`src/hdl/ncp_pkg.sv`:
```
// package: constants for the non-secure coprocessor permission register
package ncp_pkg;
	// ---------------------------------------------------------------
	// coprocessor move decode
	// ---------------------------------------------------------------
	localparam logic [3:0] NCP_COPROC_NUM = 4'hF;
	localparam logic [2:0] NCP_OPC1 = 3'h0;
	localparam logic [3:0] NCP_CRN = 4'h1;
	localparam logic [3:0] NCP_CRM = 4'h1;
	localparam logic [2:0] NCP_OPC2 = 3'h2;
	localparam logic [3:0] NCP_CRN_PRELOAD = 4'hB;
	localparam logic [3:0] NCP_COPROC_DEBUG = 4'hE;
	localparam logic [3:0] NCP_COPROC_FP_LO = 4'hA;
	localparam logic [3:0] NCP_COPROC_FP_HI = 4'hB;
	// ---------------------------------------------------------------
	// field positions
	// ---------------------------------------------------------------
	localparam int NCP_BIT_MP = 18;
	localparam int NCP_BIT_TLB = 17;
	localparam int NCP_BIT_PLE = 16;
	localparam int NCP_BIT_SIMD = 15;
	localparam int NCP_BIT_UPPER = 14;
	localparam int NCP_BIT_COPROC11_NONSECURE_PERMIT = 11;
	localparam int NCP_BIT_COPROC10_NONSECURE_PERMIT = 10;
	// implemented bits, others reserved
	localparam logic [31:0] NCP_IMPL_MASK = 32'h0007_CC00;
	localparam logic [31:0] NCP_RESET_VALUE = 32'h0000_0000;
	// value returned on reserved bits (unknown, fixed here)
	localparam logic [31:0] NCP_RSVD_READ = 32'h0000_0000;
	// processor mode encodings
	localparam logic [4:0] NCP_MODE_USER = 5'h10;
endpackage

```
`src/hdl/ncp_cmd_if.sv`:
```
// interface: decoded coprocessor move carried to the decoder
interface ncp_cmd_if;
	logic valid;
	logic is_write;
	logic [3:0] coproc;
	logic [2:0] opc1;
	logic [3:0] crn;
	logic [3:0] crm;
	logic [2:0] opc2;
	logic hit;
	logic preload_hit;
	modport src (output valid, is_write, coproc, opc1, crn, crm, opc2, input hit, preload_hit);
	modport dec (input valid, is_write, coproc, opc1, crn, crm, opc2, output hit, preload_hit);
endinterface

```
`src/hdl/ncp_decode.sv`:
```
// module: address decode of coprocessor move instructions
module ncp_decode
	import ncp_pkg::*;
(
	ncp_cmd_if.dec cmd
);
	// ---------------------------------------------------------------
	// match this register and the preload group
	// ---------------------------------------------------------------
	always_comb begin
		cmd.hit = cmd.valid && cmd.coproc == NCP_COPROC_NUM && cmd.opc1 == NCP_OPC1 &&
			cmd.crn == NCP_CRN && cmd.crm == NCP_CRM && cmd.opc2 == NCP_OPC2;
		cmd.preload_hit = cmd.valid && cmd.coproc == NCP_COPROC_NUM &&
			cmd.crn == NCP_CRN_PRELOAD;
	end
endmodule

```
`src/hdl/ncp_top.sv`:
```
// module: non-secure coprocessor permission register and its checks
module ncp_top
	import ncp_pkg::*;
#(
	parameter bit HAS_PRELOAD = 1'b1
) (
	input wire logic core_clk,
	input wire logic rst,
	input wire logic cp_valid,
	input wire logic cp_write,
	input wire logic [3:0] cp_coproc,
	input wire logic [2:0] cp_opc1,
	input wire logic [3:0] cp_crn,
	input wire logic [3:0] cp_crm,
	input wire logic [2:0] cp_opc2,
	input wire logic [31:0] cp_wdata,
	input wire logic [4:0] cpu_mode,
	input wire logic nonsecure,
	input wire logic aux_wr,
	input wire logic aux_wdata_mp,
	input wire logic fp_access,
	input wire logic [3:0] fp_coproc,
	input wire logic cpar_simd_disable_in,
	input wire logic cpar_upper_disable_in,
	input wire logic cpar_access_wr,
	output logic [31:0] cp_rdata,
	output logic cp_rvalid,
	output logic cp_undef,
	output logic aux_undef,
	output logic aux_mp_we,
	output logic multiprocessing_bit,
	output logic tlb_lock_allowed,
	output logic fp_undef,
	output logic coproc_access_register_simd_disable,
	output logic coproc_access_register_upper_register_disable,
	output logic cpar_coproc10_nonsecure_permit_we,
	output logic cpar_coproc11_nonsecure_permit_we
);
	logic [31:0] reg_q, reg_d;
	logic [31:0] rdata_q, rdata_d;
	logic rvalid_q, rvalid_d;
	logic undef_q, undef_d;
	logic auxu_q, auxu_d;
	logic mp_q, mp_d;
	logic priv;
	logic wr_ok;
	logic [31:0] wmask;
	ncp_cmd_if cmd();

	// ---------------------------------------------------------------
	// decode
	// ---------------------------------------------------------------
	assign cmd.valid = cp_valid;
	assign cmd.is_write = cp_write;
	assign cmd.coproc = cp_coproc;
	assign cmd.opc1 = cp_opc1;
	assign cmd.crn = cp_crn;
	assign cmd.crm = cp_crm;
	assign cmd.opc2 = cp_opc2;
	ncp_decode u_dec (
		.cmd(cmd)
	);

	// privilege and write permission
	assign priv = cpu_mode != NCP_MODE_USER;
	assign wr_ok = cmd.hit && cp_write && priv && !nonsecure;
	// writable bits; preload bit dropped when engine absent
	assign wmask = HAS_PRELOAD ? NCP_IMPL_MASK :
		(NCP_IMPL_MASK & ~(32'h1 << NCP_BIT_PLE));

	// ---------------------------------------------------------------
	// next state
	// ---------------------------------------------------------------
	always_comb begin
		reg_d = reg_q;
		rdata_d = rdata_q;
		rvalid_d = 1'b0;
		undef_d = 1'b0;
		auxu_d = 1'b0;
		mp_d = mp_q;
		// user mode traps, register untouched
		if (cmd.hit && !priv) begin
			undef_d = 1'b1;
		end else if (wr_ok) begin
			reg_d = cp_wdata & wmask;
		end else if (cmd.hit && !cp_write) begin
			rvalid_d = 1'b1;
			rdata_d = (reg_q & wmask) | (NCP_RSVD_READ & ~NCP_IMPL_MASK);
		end
		// non-secure write to the register itself is ignored
		// preload group trap in non-secure state
		if (cmd.preload_hit && nonsecure && !reg_q[NCP_BIT_PLE]) begin
			undef_d = 1'b1;
		end
		// auxiliary control multiprocessing bit
		if (aux_wr) begin
			if (!nonsecure || reg_q[NCP_BIT_MP]) begin
				mp_d = aux_wdata_mp;
			end else begin
				auxu_d = 1'b1;
			end
		end
	end

	// ---------------------------------------------------------------
	// registers
	// ---------------------------------------------------------------
	always_ff @(posedge core_clk or posedge rst) begin
		if (rst) begin
			reg_q <= NCP_RESET_VALUE;
			rdata_q <= 32'h0000_0000;
			rvalid_q <= 1'b0;
			undef_q <= 1'b0;
			auxu_q <= 1'b0;
			mp_q <= 1'b0;
		end else begin
			reg_q <= reg_d;
			rdata_q <= rdata_d;
			rvalid_q <= rvalid_d;
			undef_q <= undef_d;
			auxu_q <= auxu_d;
			mp_q <= mp_d;
		end
	end

	// ---------------------------------------------------------------
	// outputs
	// ---------------------------------------------------------------
	assign cp_rdata = rdata_q;
	assign cp_rvalid = rvalid_q;
	assign cp_undef = undef_q;
	assign aux_undef = auxu_q;
	assign aux_mp_we = aux_wr && (!nonsecure || reg_q[NCP_BIT_MP]);
	assign multiprocessing_bit = mp_q;
	assign tlb_lock_allowed = !nonsecure || reg_q[NCP_BIT_TLB];
	// floating coprocessor gate; other numbers pass untouched
	always_comb begin
		fp_undef = 1'b0;
		if (fp_access && nonsecure) begin
			if (fp_coproc == NCP_COPROC_FP_LO) begin
				fp_undef = !reg_q[NCP_BIT_COPROC10_NONSECURE_PERMIT];
			end else if (fp_coproc == NCP_COPROC_FP_HI) begin
				fp_undef = !reg_q[NCP_BIT_COPROC11_NONSECURE_PERMIT];
			end else if (fp_coproc == NCP_COPROC_NUM || fp_coproc == NCP_COPROC_DEBUG) begin
				fp_undef = 1'b0;
			end
		end
	end
	assign coproc_access_register_simd_disable =
		cpar_simd_disable_in || (nonsecure && reg_q[NCP_BIT_SIMD]);
	assign coproc_access_register_upper_register_disable =
		cpar_upper_disable_in || (nonsecure && reg_q[NCP_BIT_UPPER]);
	// access field write enables in the coproc access register
	assign cpar_coproc10_nonsecure_permit_we = cpar_access_wr && (!nonsecure || reg_q[NCP_BIT_COPROC10_NONSECURE_PERMIT]);
	assign cpar_coproc11_nonsecure_permit_we = cpar_access_wr && (!nonsecure || reg_q[NCP_BIT_COPROC11_NONSECURE_PERMIT]);
endmodule

```
`config.mk`:
```
export PLATFORM = sky130hd
export DESIGN_NAME = ncp_top
export DESIGN_NICKNAME = d
export VERILOG_FILES = /design/src/hdl/ncp_pkg.sv /design/src/hdl/ncp_cmd_if.sv /design/src/hdl/ncp_decode.sv /design/src/hdl/ncp_top.sv
export SDC_FILE = /design/constraint.sdc
export NUM_CORES = 1
export LEC_CHECK = 0
export BUFFER_PORTS_ARGS = -buffer_cell sky130_fd_sc_hd__buf_4
export CELL_PAD_IN_SITES_DETAIL_PLACEMENT = 1
export CELL_PAD_IN_SITES_GLOBAL_PLACEMENT = 2
export CORE_MARGIN = 10
export CORE_UTILIZATION = 19
export CTS_BUF_LIST = sky130_fd_sc_hd__clkbuf_2 sky130_fd_sc_hd__clkbuf_4 sky130_fd_sc_hd__clkbuf_8
export DETAILED_ROUTE_END_ITERATION = 8
export PLACE_DENSITY_LB_ADDON = 0.15
export SLEW_MARGIN = 20
export SYNTH_ARGS = -nofsm -noshare
export SYNTH_HDL_FRONTEND = slang
export SYNTH_SLANG_ARGS = --single-unit
```
`constraint.sdc`:
```
create_clock -name core_clk -period 2.1 [get_ports core_clk]
set_input_delay 0 -clock core_clk [delete_from_list [all_inputs] [get_ports core_clk]]
set_output_delay 0 -clock core_clk [all_outputs]
set_load 0.02 [all_outputs]
```
# Yosys cells after proc, flatten, opt, wreduce, memory -nomap -nowiden

Index checks and enable logic that the tools add are counted.

Logic and storage cells: 61
Flip-flop bits (word level): 18
Input port bits: 70
Output and inout bits: 43

Bitwise logic cells: 2
Reductions and logical operators: 35
Equality and inequality tests: 8
Muxes and demuxes: 10

Operator list:

| operator                                             | count |
|---|---|
| logical AND 1 bit                                    | 19 |
| equality test 4 bit (second input constant)          | 4 |
| two-way mux 1 bit                                    | 10 |
| equality test 4 x 1 -> 1 bit (second input constant) | 2 |
| logical NOT 1 bit                                    | 6 |
| logical OR 1 bit                                     | 6 |
| != test 5 bit (second input constant)                | 1 |
| AND reduction 2 bit                                  | 2 |
| equality test 3 x 2 -> 1 bit (second input constant) | 1 |
| logical NOT 3 bit                                    | 1 |
| AND reduction 3 bit                                  | 1 |
| NOT 1 bit                                            | 2 |

# Logic depth before layout (Yosys ltp)

Depth in word-level cells: 11
Depth in mapped cells: 5
Depth with buffers taken out: 4

# Modules after synthesis

A second synthesis with hierarchy kept.

Cells, all modules: 91
Area, all modules: 1054.8 um^2

By module, submodules not included:

| module     | instances | area each (um^2) | cells an instance |
|---|---|---|---|
| ncp_top    | 1         | 998.5            | 83 |
| ncp_decode | 1         | 56.3             | 8 |

# Least setup slack after synthesis

OpenSTA, ideal clock, no wires.

Kind: in2reg
From: input cp_crm[2]
To: register rdata_q[10] (netlist: cp_rdata[10])
Library setup time: 0.125 ns
Cell stages on the path: 4
Arrival: 1.290 ns
Slack: 0.685 ns
Cells stage by stage: nor4b_1 > and3_1 > nor4b_4 > mux2_2

Longest elaborated chain between the ends: 8
Elaborated cells on any way between the ends: 11

RTL lines:

| element                                | RTL line         | source |
|---|---|---|
| from (decl)                            | ncp_top.sv:14    | `input wire logic [3:0] cp_crm,` |
| equality test 4 x 1 -> 1 bit *         | ncp_decode.sv:12 | `cmd.crn == NCP_CRN && cmd.crm == NCP_CRM && cmd.opc2 == NCP_OPC2;` |
| logical AND 1 bit * (2 in series)      | ncp_decode.sv:12 |  |
| logical AND 1 bit (3 in series)        | ncp_top.sv:66    | `assign wr_ok = cmd.hit && cp_write && priv && !nonsecure;` |
| NOT 1 bit (no source line)             | --               |  |
| AND reduction 3 bit (no source line) * | --               |  |
| to (signal assigned)                   | ncp_top.sv:118   | `rdata_q <= rdata_d;` |
| to (decl)                              | ncp_top.sv:40    | `logic [31:0] rdata_q, rdata_d;` |

Every way passes the cells marked *; elsewhere a longest branch is shown, timed or not.
A chain may end at the register's enable or synchronous reset.

# Worst setup path in the final report

From: input cp_crm[2]
To: register rdata_q[18] (netlist: cp_rdata[18])

The elaborated chain is that of the path after synthesis.

==> impl_metrics.sql <==
INSERT INTO impl_metrics (metric_group, metric, value, unit) VALUES
('synth', 'yosys_warnings', '0', ''),
('sta', 'timing_worst_slew_pin_value', '0.723', 'ns'),
('synth', 'mapped_cell_area', '0.00104', 'mm^2'),
('sta', 'timing.fmax', '652', 'MHz'),
('critical_path', 'arrival', '1.67', 'ns'),
('cts', 'insertion_delay', '0.25', 'ns'),
('detailed_routing', 'wl', '3.60', 'mm'),
('synth', 'dominantRegCellSynth', 'sky130_fd_sc_hd__dfrtp_1', ''),
('global_route', 'grt_antenna_before_repair', '0', ''),
('floorplan', 'die_area', '0.00884', 'mm^2'),
('cts', 'clock-root-buffer', 'sky130_fd_sc_hd__clkbuf_8', ''),
('synth', 'post_synth_num_cell_types', '24', ''),
('layout', 'finish.utilization', '31.9', '%'),
('synth', 'synthCells', '91', ''),
('synth', 'synth.yosys.seq_area_share', '43.3', '%'),
('floorplan', 'starting_density_of_the_core', '20.0', '%'),
('power_and_ir_drop', 'worst_ir_drop_vdd', '0.163', 'mV'),
('synth', 'post_synthesis_average_cell_area', '11.4', 'um^2'),
('cts', 'cts_made_buffers', '3', ''),
('critical_path', 'worst_path_max_delay_cell', 'sky130_fd_sc_hd__nor4b_1', ''),
('detailed_routing', 'ant_nets', '0', ''),
('sta', 'tns', '0', 'ns'),
('critical_path', 'crit_path_max_fanout', '4', ''),
('detailed_routing', 'wire_per_inst', '15.2', 'um'),
('critical_path', 'timing.critical_path.cells', 'buf_4 -> nor4b_1 -> and3_1 -> nor4b_4 -> buf_4 -> mux2_2', ''),
('cts', 'cts.reportedPaths.clkPinSlew', '0.07', 'ns'),
('synth', 'yosysTopAreaCell', 'sky130_fd_sc_hd__dfrtp_1', ''),
('layout', 'area_growth_syn_to_layout', '59.6', '%'),
('detailed_routing', 'post_drt_via_cell_ratio', '3.73', ''),
('floorplan', 'floorplan.die.height', '94.0', 'um'),
('detailed_routing', 'vias', '883', ''),
('sta', 'timing_max_transition_violations_final', '0', ''),
('sta', 'finalHoldViolCount', '0', ''),
('detailed_routing', 'drt_drc_violations_left', '0', ''),
('power_and_ir_drop', 'total_leakage_power', '0.882', 'nW'),
('placed_design', 'place_congestion', '0.688', ''),
('sta', 'timing.max_slew.rel_slack', '51.7', '%'),
('placed_design', 'io_buffers', '62', ''),
('global_route', 'first_global_vias', '1037', ''),
('global_route', 'global_route.usage.total', '7.74', '%'),
('sta', 'grt_setup_unrepaired', 'no', ''),
('placed_design', 'dp_hpwl', '3.01', 'mm'),
('critical_path', 'critical_path.endpoint_type', 'flip-flop', ''),
('sta', 'finalCritPeriodShare', '73.1', '%'),
('global_route', 'grt_max_degree', '19', ''),
('cts', 'post-cts-setup-buffers', '0', ''),
('critical_path', 'startpoint_type', 'input port', ''),
('sta', 'final_period_minus_worst_setup_slack', '1.53', 'ns'),
('detailed_routing', 'drt-pass1-iter-count', '2', ''),
('layout', 'post_route_cells_drive_above_1_share', '50.3', '%'),
('cts', 'clock_tree_sinks', '18', ''),
('layout', 'finish.net_count', '238', ''),
('cts', 'cts_resized', '0', ''),
('synth', 'post_synth_main_area_contributors', 'sky130_fd_sc_hd__dfrtp_1 (43%), sky130_fd_sc_hd__buf_4 (18%), sky130_fd_sc_hd__mux2_2 (16%)', ''),
('floorplan', 'num_ports', '113', ''),
('hold_path', 'holdCritPathClass', 'input port to flip-flop', ''),
('power_and_ir_drop', 'finalPower', '0.810', 'mW'),
('floorplan', 'die-width', '94.0', 'um'),
('critical_path', 'criticalPathCategory', 'input port to flip-flop', ''),
('critical_path', 'required', '2.24', 'ns'),
('cts', 'clock_path_buffers', '2', ''),
('cts', 'ctsHtreeMaxLevel', '1', ''),
('synth', 'number_of_enable_flip_flop_cells_after_synthesis', '0', ''),
('global_route', 'gr-total-overflow', '0', ''),
('synth', 'number_of_synthesized_register_bits', '18', ''),
('sta', 'setup-violations-final', '0', ''),
('floorplan', 'core_area', '0.00520', 'mm^2'),
('global_route', 'wire_length_of_the_first_global_routing_pass', '5.41', 'mm'),
('floorplan', 'rows', '26', ''),
('layout', 'n_diodes', '0', ''),
('critical_path', 'delay_of_the_slowest_cell_on_the_worst_path', '0.41', 'ns'),
('detailed_routing', 'drt_iter0_markers', '14', ''),
('layout', 'seqCellArea', '450', 'um^2'),
('sta', 'finClkSkew', '0.00185', 'ns'),
('synth', 'synth_async_sr_flop_share', '100', '%'),
('status', 'run_status', 'complete, no violations', ''),
('job', 'timing.max_cap.violations', '0', ''),
('critical_path', 'path_common_cell', 'sky130_fd_sc_hd__buf_4', ''),
('synth', 'post-synth-top-area-fraction', '43.3', '%'),
('layout', 'multiInputGateArea', '473', 'um^2'),
('cts', 'clock_tree_from_tritoncts', 'built', ''),
('layout', 'fillers', '607', ''),
('power_and_ir_drop', 'powerDensity', '487', 'mW/mm^2');
registers in the layout, indices dropped and copies added (netlist names):
name,cells
cp_undef,1
cp_rdata,7
cp_rvalid,1
multiprocessing_bit,1
reg_q,7
aux_undef,1
power breakdown:
part / switching, mW / internal (mW) / total (mW)
logic: 0.0917 / 0.0856 / 0.177
clock network: 0.114 / 0.166 / 0.280
registers: 0.00203 / 0.350 / 0.352
synthesized netlist by cell type (2+ instances only):
cell type,number
sky130_fd_sc_hd__nand2b_1,2
sky130_fd_sc_hd__a21boi_0,2
sky130_fd_sc_hd__a21o_1,2
sky130_fd_sc_hd__inv_1,4
sky130_fd_sc_hd__nor4b_1,2
sky130_fd_sc_hd__and2_1,2
sky130_fd_sc_hd__and4b_1,2
sky130_fd_sc_hd__nand4b_1,2
sky130_fd_sc_hd__buf_4,25
sky130_fd_sc_hd__dfrtp_1,18
sky130_fd_sc_hd__and3_1,2
sky130_fd_sc_hd__mux2_2,15
sky130_fd_sc_hd__nor4_1,2
critical path, delay by kind of cell:
family,cells,cell delay (ns)
simple gates,3,1.03
mux,1,0.33
buf+inv,2,0.32
metrics by stage:
stage               hold WS, ns  worst slack (ns)  instances  instance area [um^2]
floorplan               -0.0614             0.685        115                  1130
global placement          0.156             0.268        223                  1510
detailed placement        0.172             0.249        223                  1510
CTS                      0.0205             0.515        237                  1660
global route             0.0331             0.419        237                  1660
finish                   0.0259             0.566        237                  1660
timing repair:
| action | in CTS | in global routing |
|---|---|---|
| setup endpoints to repair | 0 | 0 |
| hold endpoints to repair | 27 | 0 |
| hold buffers | 10 | 0 |
layer usage:
metal | vias up | wire [um] | global-route usage [%]
met5 | - | 0 | 0
met4 | 0 | 47 | 3.42
met3 | 2 | 225 | 1.92
met2 | 45 | 1890 | 14.1
met1 | 419 | 1440 | 8.23
li1 | 417 | - | -
path summary, 6_finish.rpt:
check / startpoint / to / slack, ns / cells past startpoint
max: cp_crm[2] / cp_rdata[18] / 0.57 / 6
min: cp_opc1[2] / cp_rvalid / 0.03 / 4
max reg2reg: reg_q[18] / multiprocessing_bit / 0.99 / 3
min reg2reg: cp_rdata[11] / cp_rdata[11] / 0.51 / 1
max in group asynchronous: rst / reg_q[10] / 1.21 / 3
min in group asynchronous: rst / multiprocessing_bit / 0.44 / 3
layout by cell type, fill, tap and decap left out, types with 2 or more instances in the layout:
| master | instances |
|---|---|
| sky130_fd_sc_hd__a21boi_0 | 2 |
| sky130_fd_sc_hd__a21o_1 | 2 |
| sky130_fd_sc_hd__and2_1 | 2 |
| sky130_fd_sc_hd__and3_1 | 2 |
| sky130_fd_sc_hd__and4b_1 | 2 |
| sky130_fd_sc_hd__buf_4 | 64 |
| sky130_fd_sc_hd__clkbuf_8 | 4 |
| sky130_fd_sc_hd__conb_1 | 25 |
| sky130_fd_sc_hd__dfrtp_1 | 18 |
| sky130_fd_sc_hd__dlygate4sd3_1 | 10 |
| sky130_fd_sc_hd__inv_1 | 4 |
| sky130_fd_sc_hd__mux2_2 | 15 |
| sky130_fd_sc_hd__nand2b_1 | 2 |
| sky130_fd_sc_hd__nand4b_1 | 2 |
| sky130_fd_sc_hd__nor4_1 | 2 |
| sky130_fd_sc_hd__nor4b_1 | 2 |
layout make-up:
cell class,count,share of cell area [%]
timing repair buffer,74,34.9
multi-input combinational,67,28.5
sequential,18,27.1
tap,70,5.27
clock buffer,4,3.31
inverter,4,0.904
cell families after synthesis:
logic type / count (synthesis) / share of synthesized area [%]
buffers and inverters: 30 / 20.0
AND/OR/NAND/NOR: 21 / 15.9
flip-flops: 18 / 43.3
multiplexers: 16 / 17.2
AO/OA/AOI/OAI: 5 / 3.36
other: 1 / 0.360
(Power assumes the default switching activity.)
